**config.mk**
```make
export PLATFORM = sky130hd
export DESIGN_NAME = safety_status_muting
export DESIGN_NICKNAME = d
export VERILOG_FILES = /design/src/rtl/safety_status_pkg.sv /design/src/rtl/blink_divider.sv /design/src/rtl/safety_status_muting.sv
export VERILOG_INCLUDE_DIRS = /design/src /design/src/rtl
export SDC_FILE = /design/constraint.sdc
export NUM_CORES = 1
export LEC_CHECK = 0
export BUFFER_PORTS_ARGS = -buffer_cell sky130_fd_sc_hd__buf_4
export CELL_PAD_IN_SITES_DETAIL_PLACEMENT = 1
export CELL_PAD_IN_SITES_GLOBAL_PLACEMENT = 2
export CORE_MARGIN = 2
export CORE_UTILIZATION = 38
export DETAILED_ROUTE_END_ITERATION = 7
export PLACE_DENSITY = 0.84
export SKIP_CTS_REPAIR_TIMING = 1
export SLEW_MARGIN = 20
export SYNTH_ARGS = -nofsm -noshare
export SYNTH_HDL_FRONTEND = slang
export SYNTH_HIERARCHICAL = 1
export SYNTH_SLANG_ARGS = --single-unit
```
**constraint.sdc**
```tcl
create_clock -name sys_clk -period 5.7 [get_ports sys_clk]
set_input_delay 0.855 -clock sys_clk [delete_from_list [all_inputs] [get_ports sys_clk]]
set_output_delay 0.855 -clock sys_clk [all_outputs]
set_load 0.01 [all_outputs]
```
**src/rtl/safety_status_params.svh**
```systemverilog
// offsets, fields, reset values, timing and glyph constants of the status and muting block
// What this block does
// - end cap red off, green clear, yellow muting
// - reset required: yellow/red at 1 Hz, outputs off
// - override required: yellow/red at 2 Hz, outputs off
// - rotation flips digit; point lit only unrotated
// - error code shown, held until reset_n goes low
// - sender shows test mode glyph
// - coding shown only just after power-up
// - orange lamp when cleaning or realignment needed
// - receiver green when outputs on, red off
// - extended range glyph only after power-up
// - alignment, interruption, muting, override, blanking glyphs
// - muting only from two wired sensor inputs
// - muting ends at once when condition disappears
// - both sensors active mutes, clear restores
// - cycle runs first activation to last release
// - repeated passages only while pair stays active
// - exit monitoring rejects second passage per cycle
// - unexplained interruption switches outputs off
`ifndef SAFETY_STATUS_PARAMS_SVH
`define SAFETY_STATUS_PARAMS_SVH

`define CTRL_OFFSET       4'h0
`define STATUS_OFFSET     4'h4
`define CTRL_RESET        12'h000
`define CTRL_ROTATE       0
`define CTRL_EXIT_MON     1
`define CTRL_RESET_REQ    2
`define CTRL_OVERRIDE_REQ 3
`define CTRL_TEST_MODE    4
`define CTRL_EXT_RANGE    5
`define CTRL_CODE_LO      6
`define CTRL_REALIGN      8
`define CTRL_POOR_ALIGN   9
`define CTRL_BLANKING     10
`define CTRL_SENDER       11
`define CTRL_WIDTH        12
`define RESP_OKAY         2'h0
`define RESP_SLVERR       2'h2

`define CLK_HZ            50000000
`define BLINK_HZ          1
`define SHOW_MS           2000
`define HALF_1HZ_CYCLES   (`CLK_HZ / (2 * `BLINK_HZ))
`define SHOW_CYCLES       (`CLK_HZ / 1000 * `SHOW_MS)

`define GLYPH_BLANK       7'h00
`define GLYPH_ERROR       7'h79
`define GLYPH_TEST        7'h5C
`define GLYPH_NOCODE      7'h1C
`define GLYPH_CODE1       7'h40
`define GLYPH_CODE2       7'h48
`define GLYPH_RANGE       7'h76
`define GLYPH_ALIGN       7'h3F
`define GLYPH_BROKEN      7'h06
`define GLYPH_MUTING      7'h54
`define GLYPH_OVERRIDE    7'h73
`define GLYPH_BLANKING    7'h50

`endif

```
**src/rtl/safety_status_pkg.sv**
```systemverilog
// types of the status and muting block
package safety_status_pkg;
    typedef enum logic [3:0]
    {
        MUTE_IDLE  = 4'b0001,
        MUTE_ARMED = 4'b0010,
        MUTE_ON    = 4'b0100,
        MUTE_TAIL  = 4'b1000
    } mute_state_e;
    typedef logic [6:0] glyph_t;
endpackage : safety_status_pkg

```
**src/rtl/blink_divider.sv**
```systemverilog
// divided clock source giving 1 Hz and 2 Hz square waves
`timescale 1ns/100ps
`default_nettype none
module blink_divider #(
    parameter int HALF_CYCLES = 25000000
) (
    input  wire logic sys_clk,
    input  wire logic reset_n,
    input  wire logic clk_en,
    output logic      blink_1hz,
    output logic      blink_2hz
);
    localparam int QUARTER = HALF_CYCLES / 2;
    logic [31:0] count;
    logic [31:0] next_count;
    logic [1:0]  phase;
    logic [1:0]  next_phase;

    initial
    begin
        if (HALF_CYCLES < 2)
            $error("blink_divider: HALF_CYCLES below 2");
    end

    always_comb
    begin
        next_count = count;
        next_phase = phase;
        if (clk_en)
        begin
            if (count == 32'(QUARTER - 1))
            begin
                next_count = 32'h0;
                next_phase = phase + 2'h1;
            end
            else
                next_count = count + 32'h1;
        end
    end

    always_ff @(posedge sys_clk or negedge reset_n)
    begin
        if (!reset_n)
        begin
            count <= 32'h0;
            phase <= 2'h0;
        end
        else
        begin
            count <= next_count;
            phase <= next_phase;
        end
    end

    // each colour takes one equal half period
    assign blink_1hz = phase[1];
    assign blink_2hz = phase[0];
endmodule : blink_divider
`default_nettype wire

```
**src/rtl/safety_status_muting.sv**
```systemverilog
// status indication and muting cycle logic with an AXI4-Lite register slave
`timescale 1ns/100ps
`default_nettype none
`include "safety_status_params.svh"
module safety_status_muting
    import safety_status_pkg::*;
#(
    parameter int ADDR_W      = 4,
    parameter int HALF_CYCLES = `HALF_1HZ_CYCLES,
    parameter int SHOW_CYCLES = `SHOW_CYCLES
) (
    input  wire logic              sys_clk,
    input  wire logic              reset_n,
    input  wire logic              clk_en,
    input  wire logic              first_muting_sensor,
    input  wire logic              second_muting_sensor,
    input  wire logic              beam_interrupted,
    input  wire logic              internal_error,
    input  wire logic [ADDR_W-1:0] s_axi_awaddr,
    input  wire logic              s_axi_awvalid,
    output logic                   s_axi_awready,
    input  wire logic [31:0]       s_axi_wdata,
    input  wire logic [3:0]        s_axi_wstrb,
    input  wire logic              s_axi_wvalid,
    output logic                   s_axi_wready,
    output logic [1:0]             s_axi_bresp,
    output logic                   s_axi_bvalid,
    input  wire logic              s_axi_bready,
    input  wire logic [ADDR_W-1:0] s_axi_araddr,
    input  wire logic              s_axi_arvalid,
    output logic                   s_axi_arready,
    output logic [31:0]            s_axi_rdata,
    output logic [1:0]             s_axi_rresp,
    output logic                   s_axi_rvalid,
    input  wire logic              s_axi_rready,
    output logic                   outputs_on,
    output logic                   cap_red,
    output logic                   cap_green,
    output logic                   cap_yellow,
    output logic                   lamp_orange,
    output logic                   lamp_red,
    output logic                   lamp_green,
    output logic [6:0]             segments,
    output logic                   segment_point
);
    initial
    begin
        if (ADDR_W < 3 || ADDR_W > 32)
            $error("safety_status_muting: ADDR_W out of range");
        if (SHOW_CYCLES < 1)
            $error("safety_status_muting: SHOW_CYCLES below 1");
    end

    // two-flop synchronisers for the sensor and beam pins
    logic [2:0] sync_a;
    logic [2:0] sync_b;
    always_ff @(posedge sys_clk or negedge reset_n)
    begin
        if (!reset_n)
        begin
            sync_a <= 3'h0;
            sync_b <= 3'h0;
        end
        else if (clk_en)
        begin
            sync_a <= {beam_interrupted, second_muting_sensor, first_muting_sensor};
            sync_b <= sync_a;
        end
    end
    logic sens_1;
    logic sens_2;
    logic beam;
    assign sens_1 = sync_b[0];
    assign sens_2 = sync_b[1];
    assign beam   = sync_b[2];

    // register slave
    logic [`CTRL_WIDTH-1:0] ctrl;
    logic [`CTRL_WIDTH-1:0] next_ctrl;
    logic                   bvalid;
    logic                   next_bvalid;
    logic [1:0]             bresp;
    logic [1:0]             next_bresp;
    logic                   rvalid;
    logic                   next_rvalid;
    logic [1:0]             rresp;
    logic [1:0]             next_rresp;
    logic [31:0]            rdata;
    logic [31:0]            next_rdata;
    logic                   wr_go;
    logic                   rd_go;
    logic [31:0]            status_word;
    logic [31:0]            ctrl_word;

    assign wr_go         = clk_en && s_axi_awvalid && s_axi_wvalid && !bvalid;
    assign rd_go         = clk_en && s_axi_arvalid && !rvalid;
    assign s_axi_awready = wr_go;
    assign s_axi_wready  = wr_go;
    assign s_axi_arready = rd_go;
    assign s_axi_bvalid  = bvalid;
    assign s_axi_bresp   = bresp;
    assign s_axi_rvalid  = rvalid;
    assign s_axi_rresp   = rresp;
    assign s_axi_rdata   = rdata;
    assign ctrl_word     = {{(32-`CTRL_WIDTH){1'b0}}, ctrl};

    always_comb
    begin
        next_ctrl   = ctrl;
        next_bvalid = bvalid;
        next_bresp  = bresp;
        next_rvalid = rvalid;
        next_rresp  = rresp;
        next_rdata  = rdata;
        if (clk_en && bvalid && s_axi_bready)
            next_bvalid = 1'b0;
        if (clk_en && rvalid && s_axi_rready)
            next_rvalid = 1'b0;
        if (wr_go)
        begin
            next_bvalid = 1'b1;
            next_bresp  = `RESP_OKAY;
            if (s_axi_awaddr[ADDR_W-1:2] == (ADDR_W-2)'(`CTRL_OFFSET >> 2))
            begin
                if (s_axi_wstrb[0])
                    next_ctrl[7:0] = s_axi_wdata[7:0];
                if (s_axi_wstrb[1])
                    next_ctrl[`CTRL_WIDTH-1:8] = s_axi_wdata[`CTRL_WIDTH-1:8];
            end
            else if (s_axi_awaddr[ADDR_W-1:2] != (ADDR_W-2)'(`STATUS_OFFSET >> 2))
                next_bresp = `RESP_SLVERR;
        end
        if (rd_go)
        begin
            next_rvalid = 1'b1;
            next_rresp  = `RESP_OKAY;
            if (s_axi_araddr[ADDR_W-1:2] == (ADDR_W-2)'(`CTRL_OFFSET >> 2))
                next_rdata = ctrl_word;
            else if (s_axi_araddr[ADDR_W-1:2] == (ADDR_W-2)'(`STATUS_OFFSET >> 2))
                next_rdata = status_word;
            else
            begin
                next_rdata = 32'h0;
                next_rresp = `RESP_SLVERR;
            end
        end
    end

    always_ff @(posedge sys_clk or negedge reset_n)
    begin
        if (!reset_n)
        begin
            ctrl   <= `CTRL_RESET;
            bvalid <= 1'b0;
            bresp  <= `RESP_OKAY;
            rvalid <= 1'b0;
            rresp  <= `RESP_OKAY;
            rdata  <= 32'h0;
        end
        else
        begin
            ctrl   <= next_ctrl;
            bvalid <= next_bvalid;
            bresp  <= next_bresp;
            rvalid <= next_rvalid;
            rresp  <= next_rresp;
            rdata  <= next_rdata;
        end
    end

    // muting cycle, error latch, power-up window
    mute_state_e state;
    mute_state_e next_state;
    logic        error_held;
    logic        next_error_held;
    logic        beam_seen;
    logic        next_beam_seen;
    logic        passage_done;
    logic        next_passage_done;
    logic [31:0] show_count;
    logic [31:0] next_show_count;
    logic        pair;
    logic        muted;
    logic        showing;

    assign pair    = sens_1 && sens_2;
    assign muted   = state == MUTE_ON;
    assign showing = show_count != 32'(SHOW_CYCLES);

    always_comb
    begin
        next_state        = state;
        next_error_held   = error_held;
        next_beam_seen    = beam_seen;
        next_passage_done = passage_done;
        next_show_count   = show_count;
        if (clk_en)
        begin
            if (internal_error)
                next_error_held = 1'b1;
            if (showing)
                next_show_count = show_count + 32'h1;
            case (state)
                MUTE_IDLE:
                begin
                    next_beam_seen    = 1'b0;
                    next_passage_done = 1'b0;
                    if (pair)
                        next_state = MUTE_ON;
                    else if (sens_1 || sens_2)
                        next_state = MUTE_ARMED;
                end
                MUTE_ARMED:
                begin
                    if (pair)
                        next_state = MUTE_ON;
                    else if (!sens_1 && !sens_2)
                        next_state = MUTE_IDLE;
                end
                MUTE_ON:
                begin
                    if (beam)
                        next_beam_seen = 1'b1;
                    if (beam_seen && !beam)
                        next_passage_done = 1'b1;
                    if (!pair)
                        next_state = MUTE_TAIL;
                    else if (ctrl[`CTRL_EXIT_MON] && passage_done && beam)
                        next_state = MUTE_TAIL;
                end
                MUTE_TAIL:
                begin
                    if (!sens_1 && !sens_2)
                        next_state = MUTE_IDLE;
                end
                default:
                    next_state = MUTE_IDLE;
            endcase
        end
    end

    always_ff @(posedge sys_clk or negedge reset_n)
    begin
        if (!reset_n)
        begin
            state        <= MUTE_IDLE;
            error_held   <= 1'b0;
            beam_seen    <= 1'b0;
            passage_done <= 1'b0;
            show_count   <= 32'h0;
        end
        else
        begin
            state        <= next_state;
            error_held   <= next_error_held;
            beam_seen    <= next_beam_seen;
            passage_done <= next_passage_done;
            show_count   <= next_show_count;
        end
    end

    assign status_word = {24'h0, showing, passage_done, error_held, beam, sens_2, sens_1, muted, outputs_on};

    // outputs and indication
    logic blink_1hz;
    logic blink_2hz;
    blink_divider #(
        .HALF_CYCLES (HALF_CYCLES)
    ) u_blink (
        .sys_clk   (sys_clk),
        .reset_n   (reset_n),
        .clk_en    (clk_en),
        .blink_1hz (blink_1hz),
        .blink_2hz (blink_2hz)
    );

    logic   hold_off;
    logic   next_on;
    logic   next_red;
    logic   next_green;
    logic   next_yellow;
    glyph_t glyph;
    glyph_t next_seg;

    assign hold_off = error_held || ctrl[`CTRL_RESET_REQ] || ctrl[`CTRL_OVERRIDE_REQ];

    always_comb
    begin
        next_on     = !hold_off && (!beam || muted);
        next_red    = !next_on;
        next_green  = next_on && !muted;
        next_yellow = next_on && muted;
        if (ctrl[`CTRL_RESET_REQ] && !error_held)
        begin
            next_yellow = blink_1hz;
            next_red    = !blink_1hz;
        end
        else if (ctrl[`CTRL_OVERRIDE_REQ] && !error_held)
        begin
            next_yellow = blink_2hz;
            next_red    = !blink_2hz;
        end
        glyph = `GLYPH_BLANK;
        if (error_held)
            glyph = `GLYPH_ERROR;
        else if (ctrl[`CTRL_SENDER] && ctrl[`CTRL_TEST_MODE])
            glyph = `GLYPH_TEST;
        else if (showing && !ctrl[`CTRL_SENDER] && ctrl[`CTRL_EXT_RANGE])
            glyph = `GLYPH_RANGE;
        else if (showing)
            case (ctrl[`CTRL_CODE_LO+1:`CTRL_CODE_LO])
                2'h1:    glyph = `GLYPH_CODE1;
                2'h2:    glyph = `GLYPH_CODE2;
                default: glyph = `GLYPH_NOCODE;
            endcase
        else if (!ctrl[`CTRL_SENDER])
        begin
            if (ctrl[`CTRL_POOR_ALIGN])
                glyph = `GLYPH_ALIGN;
            else if (ctrl[`CTRL_OVERRIDE_REQ])
                glyph = `GLYPH_OVERRIDE;
            else if (muted)
                glyph = `GLYPH_MUTING;
            else if (ctrl[`CTRL_BLANKING])
                glyph = `GLYPH_BLANKING;
            else if (beam)
                glyph = `GLYPH_BROKEN;
        end
        // half turn swaps a/d, b/e, c/f
        next_seg = ctrl[`CTRL_ROTATE] ? {glyph[6], glyph[2:0], glyph[5:3]} : glyph;
    end

    always_ff @(posedge sys_clk or negedge reset_n)
    begin
        if (!reset_n)
        begin
            outputs_on    <= 1'b0;
            cap_red       <= 1'b1;
            cap_green     <= 1'b0;
            cap_yellow    <= 1'b0;
            lamp_red      <= 1'b1;
            lamp_green    <= 1'b0;
            lamp_orange   <= 1'b0;
            segments      <= `GLYPH_BLANK;
            segment_point <= 1'b1;
        end
        else if (clk_en)
        begin
            outputs_on    <= next_on;
            cap_red       <= next_red;
            cap_green     <= next_green;
            cap_yellow    <= next_yellow;
            lamp_red      <= !next_on;
            lamp_green    <= next_on;
            lamp_orange   <= ctrl[`CTRL_REALIGN];
            segments      <= next_seg;
            segment_point <= !ctrl[`CTRL_ROTATE];
        end
    end
endmodule : safety_status_muting
`default_nettype wire

```
* Word level (Yosys, flattened, before mapping)
Cells that the tools add are included.
Storage, ports and cells: register bits after elaboration 143, input port bits 56, output and inout bits 56, word-level logic and storage cells 131
Cells by class: add/subtract/negate cells 3, equality and inequality tests 14, multiplexer cells 38, reduce and logical (&&, ||, !) cells 52
Operator list (count):
- adder 32 x 1 -> 32 bit (second input constant) | 2
- 2-to-1 mux 7 bit | 9
- equality test 32 x 24 -> 1 bit (second input constant) | 1
- 2-to-1 mux 32 bit | 1
- != test 32 x 27 -> 1 bit (second input constant) | 1
- 2-to-1 mux 4 bit | 6
- logical AND 1 bit | 22
- case mux 4 bit (4 select lines) | 1
- AND reduction 3 bit | 5
- case mux 7 bit (2 select lines) | 1
- zero test 1 bit | 13
- 2-to-1 mux 12 bit | 1
- 2-to-1 mux 1 bit | 10
- 2-to-1 mux 2 bit | 4
- 2-to-1 mux 8 bit | 1
- 2-to-1 mux 6 bit | 1
- AND reduction 2 bit | 3
- nonzero test 2 bit | 3
- equality test 2 x 1 -> 1 bit (second input constant) | 2
- equality test 4 x 1 -> 1 bit (second input constant) | 1
- equality test 4 x 2 -> 1 bit (second input constant) | 1
- equality test 4 x 3 -> 1 bit (second input constant) | 1
- equality test 4 bit (second input constant) | 1
- zero test 2 bit | 2
- 9 further kinds | 14

* Depth between registers and ports, before layout
word-level depth 11, depth in mapped cells 8

* Hierarchy
Netlist, hierarchy kept.
Modules (own cells, without submodules):
- safety_status_muting | times used 1, cells each 416, area an instance 4361.7 µm², sequential area each 2182.1 µm²
- blink_divider | times used 1, cells each 176, area an instance 1775.5 µm², sequential area each 850.8 µm²

* Worst setup path before layout
No wires, ideal clock.
path type input to output, start input clk_en, end output s_axi_arready, data arrival time 1497 ps, required time 4845 ps, setup slack 3348 ps, stages 3, path buffers 1, path through clkbuf_1 > nand3b_1 > inv_1
Between the ends: longest elaborated chain between the ends 2
Ends and longest elaborated chain:
- start: declaration | RTL line safety_status_muting.sv:14 | input wire logic clk_en,
- logical AND 1 bit (2 in a row) | RTL line safety_status_muting.sv:96 | assign rd_go = clk_en && s_axi_arvalid && !rvalid;
- end: declaration | RTL line safety_status_muting.sv:31 | output logic s_axi_arready,
Every way passes these cells.

* Final worst setup path
Ends and elaborated chain as after synthesis.

==> summary by stage <==
Synthesis
The number of distinct standard cells referenced by the synthesized netlist is 70. The post-synthesis share of cell area spent on and, or, nand and nor gates is 0.220. The fraction of registers with async set/reset is 1.00.

After synthesis, the most frequently instantiated cells are 117 x dfrtp_1, 65 x nand2_1, 41 x xnor2_1. The most frequent cell after synthesis is dfrtp_1. The share of cell area taken by muxes after synthesis is 0.0530. The count of state elements after synthesis is 121. Of the total synthesized cell area, the portion taken by XOR and XNOR cells is 0.0813. The warning count from the yosys run is 6. The prevailing post-synth register cell is dfrtp_1. The number of enable-type register cells in the synthesized netlist is 0. The area share of fa/ha/maj cells after synthesis is 0.00815. The share of the synthesized area in the top cell type is 0.477. The gate count of the mapped netlist is 592. In this run the mean area of a mapped cell was 10.4 sq um.

The fraction of the mapped netlist area in compound gates is 0.0887. In the post-synthesis netlist, the biggest area contributors are dfrtp_1 48%, xnor2_1 5.9%, nand2_1 4.0%. The mapped netlist covers approximately 6100 sq um. The register area share after synthesis is 0.494.

The dominant combinational cell family by area after synthesis is simple AND/OR/NAND/NOR gates. The biggest area consumer among synthesized cells is dfrtp_1.

CTS
The tree built by TritonCTS fans out to 121 sinks. The register clock-pin slew on the reported worst setup and hold paths is 50 ps. The TritonCTS clock tree is built. No sink is reached through more buffers than the 2 on the longest clock path. The later-pin clock latency in the skew report is 420 ps.

The clock tree root buffer cell is clkbuf_16. The count of H-tree levels built during CTS is 4. The total CTS buffers is 17.

Worst setup path
Data on the critical path arrives at its endpoint at between 2000 and 3000 ps. The largest individual stage delay along the critical path comes from the cell nand3b_1. The critical path's most frequent cell is buf_4. On the worst path, the slowest cell contributes a delay of 780 ps. The worst setup path is launched from an input port. The worst setup path is of the in2out kind. STA classifies the critical path endpoint as an output port.

Measured in cells, the most critical reg-to-reg path has a length of 7. The critical path data required time is 4850 ps. Along the worst path, the maximum fanout reaches 49.

The signal on the critical path passes through buf_4 -> nand3b_1 -> inv_1 -> buf_4.

Place
After detailed placement, the design holds a cell count of 852. The count of buffers added on input and output ports is 63. The congestion estimate from routability-driven global placement came to roughly 0.79. The placement-stage worst setup slack is 2290 ps.

The total half-perimeter wirelength after legalization and detailed placement is 11000 microns.

Route
The total DRC errors in the routed layout is 0. The remaining antenna violation count is 0. The detailed-route via count is roughly 4700. The iteration-0 DRC count of the detailed router is 170. In the routed layout, each cell is associated on average with a via count of between 5 and 6.

The final routed wire length divided by cell count is 17.5 microns. The first-pass iteration count of the detailed router is 4. The wire length after detailed routing is about 15000 microns.

Worst hold path
In this run the worst hold path is classified as reg2reg. Counting instances, the worst hold path has a depth of 1.

GRT
Entering global routing, the biggest net connects 74 pins. The number of antenna violations at the first check in global routing is 0. The via count of the first global-routing pass was 5036.

The first global-routing pass estimated ~26000 microns of wire. Global routing finished with a remaining overflow of 0. Across every metal layer, demand over resource in global routing totals 0.197.

Floorplanning
The die is ~130 microns wide. The area of the core region is 15800 sq um. The initial core utilization is 0.388.

The floorplan step set the die height to approximately 130 microns. The I/O pin count is ~110. After floorplanning, the core was divided into 46 placement rows. The die outline area is 17200 sq um.

Final layout
Compared with the post-synthesis result, the final layout area differs by 19.2%. The area of the multi-input gates is 2860 sq um. In the final layout, the share of cells above drive strength 1 is 0.217. In the final layout, flip-flops and latches occupy a little over 3000 sq um. The filler cells instantiated in the layout total 1747. The count of non-filler cells in the finished layout is 884. After the last flow step, the layout net total stands at 715. The antenna diode instance count is 0.

Job
The tool flagged a number of max-cap violations equal to 0.

Pwr
The switching power total is around 0.74 mW. The worst ir drop on vdd is 0.000245 V. The design draws 2.61 mW.

Of the total power, the clock network draws 0.415. The combinational cell fraction of total power is 0.158. The static leakage power is roughly 3.2 nW. Of the total power, the share spent switching nets is 0.284. The power density of the placed cells is 358 nW/um^2. Of the total power, registers draw 0.427. The internal portion of the total power is 1.87 mW.

Timing
The clock tree skew after final layout is 13.3 ps. At the pin with the least slew margin, the transition time is 977 ps. The clock period could shrink to 3380 ps.

The count of endpoints failing setup in the final report is 0. Summed over all failing endpoints, the final setup total negative slack is 0 ps. Across all setup checks in the final design, the least slack found is 2320 ps. The number of hold violations in the final report was 0. The count of final max-slew check failures came to 0.

Based on the critical path, the design can be clocked at up to 0.296 GHz. The relative max-transition margin is 0.347. In the finished design, the share of the clock period the worst path needs comes to 0.593. The worst hold slack is 472 ps. Setup repair after global routing left no endpoint under its margin.

Outcome
The flow ran to the end, and the final reports show no timing, DRC or antenna violations.
## power by group through the flow
stage	clock (mW)	combinational (mW)	sequential [mW]
CTS	1.11	0.417	1.12
global route	1.15	0.463	1.14
floorplan	0	0.302	1.08
finish	1.09	0.412	1.12
detailed placement	0	0.414	1.13
global placement	0	0.397	1.12
## critical path: cells and delay by family
family	cells	cell delay, ps
and+or+nand+nor	1	780
buffers and inverters	3	860
## cell type report
type | count | area share
clock buffer | 24 | 0.0645
multi-input combinational | 432 | 0.391
inverter | 17 | 0.00873
clock inverter | 8 | 0.0163
tap | 216 | 0.0370
timing repair buffer | 66 | 0.0678
sequential | 121 | 0.415
## final timing paths
path,from,endpoint,slack [ps]
max in group asynchronous,reset_n,show_count[6],3970
setup reg to reg,show_count[0],segments[4],3270
hold reg to reg,u_blink/phase[1],u_blink/phase[1],470
min in group asynchronous,reset_n,s_axi_rresp[1],560
hold / removal,u_blink/phase[1],u_blink/phase[1],470
setup / recovery,clk_en,s_axi_arready,2320
## sequential cells by signal, indices dropped and copies added (netlist names), 2 cells and up
| register | cells |
|---|---|
| ctrl | 12 |
| s_axi_rdata | 12 |
| segments | 7 |
| show_count | 32 |
| state | 4 |
| sync_a | 3 |
| sync_b | 3 |
| u_blink/count | 32 |
| u_blink/phase | 2 |
## stage by stage
step | cell area (sq um) | utilization
2_1_floorplan | 6220 | -
3_3_place_gp | 6720 | 0.425
3_5_place_dp | 6720 | 0.425
4_1_cts | 7310 | 0.462
5_1_grt | 7310 | 0.462
6_report | 7310 | 0.462
## per-layer routing
layer  track usage  part of all wire  up-vias
met5             0                 0        -
met4        0.0588             0.012        0
met3        0.0446             0.038       16
met2         0.322              0.50       83
met1         0.264              0.45     2404
li1              -                 -     2213
## cells by family (layout without fill, tap and decap cells)
group / after synthesis / in the layout
other cells: 1 / 22
buf+inv: 60 / 115
simple gates: 238 / 238
mux: 30 / 30
flops: 121 / 121
xor+xnor: 57 / 57
fa+ha+maj: 4 / 4
compound gates: 81 / 81
## cell usage in the layout (no fill, tap or decap), drive strengths merged, types with 8 or more instances in the layout
cell    instances
buf            66
o21ai          24
a21oi          16
nor3           18
xnor2          41
conb           22
o31ai          11
mux2           20
or3            10
or4             8
clkbuf         24
nand3          26
mux2i          10
xor2           16
nor2           33
nor4           15
nand4          30
dfrtp         117
inv            16
nand2          65
Power figures use the tool's default switching activity.
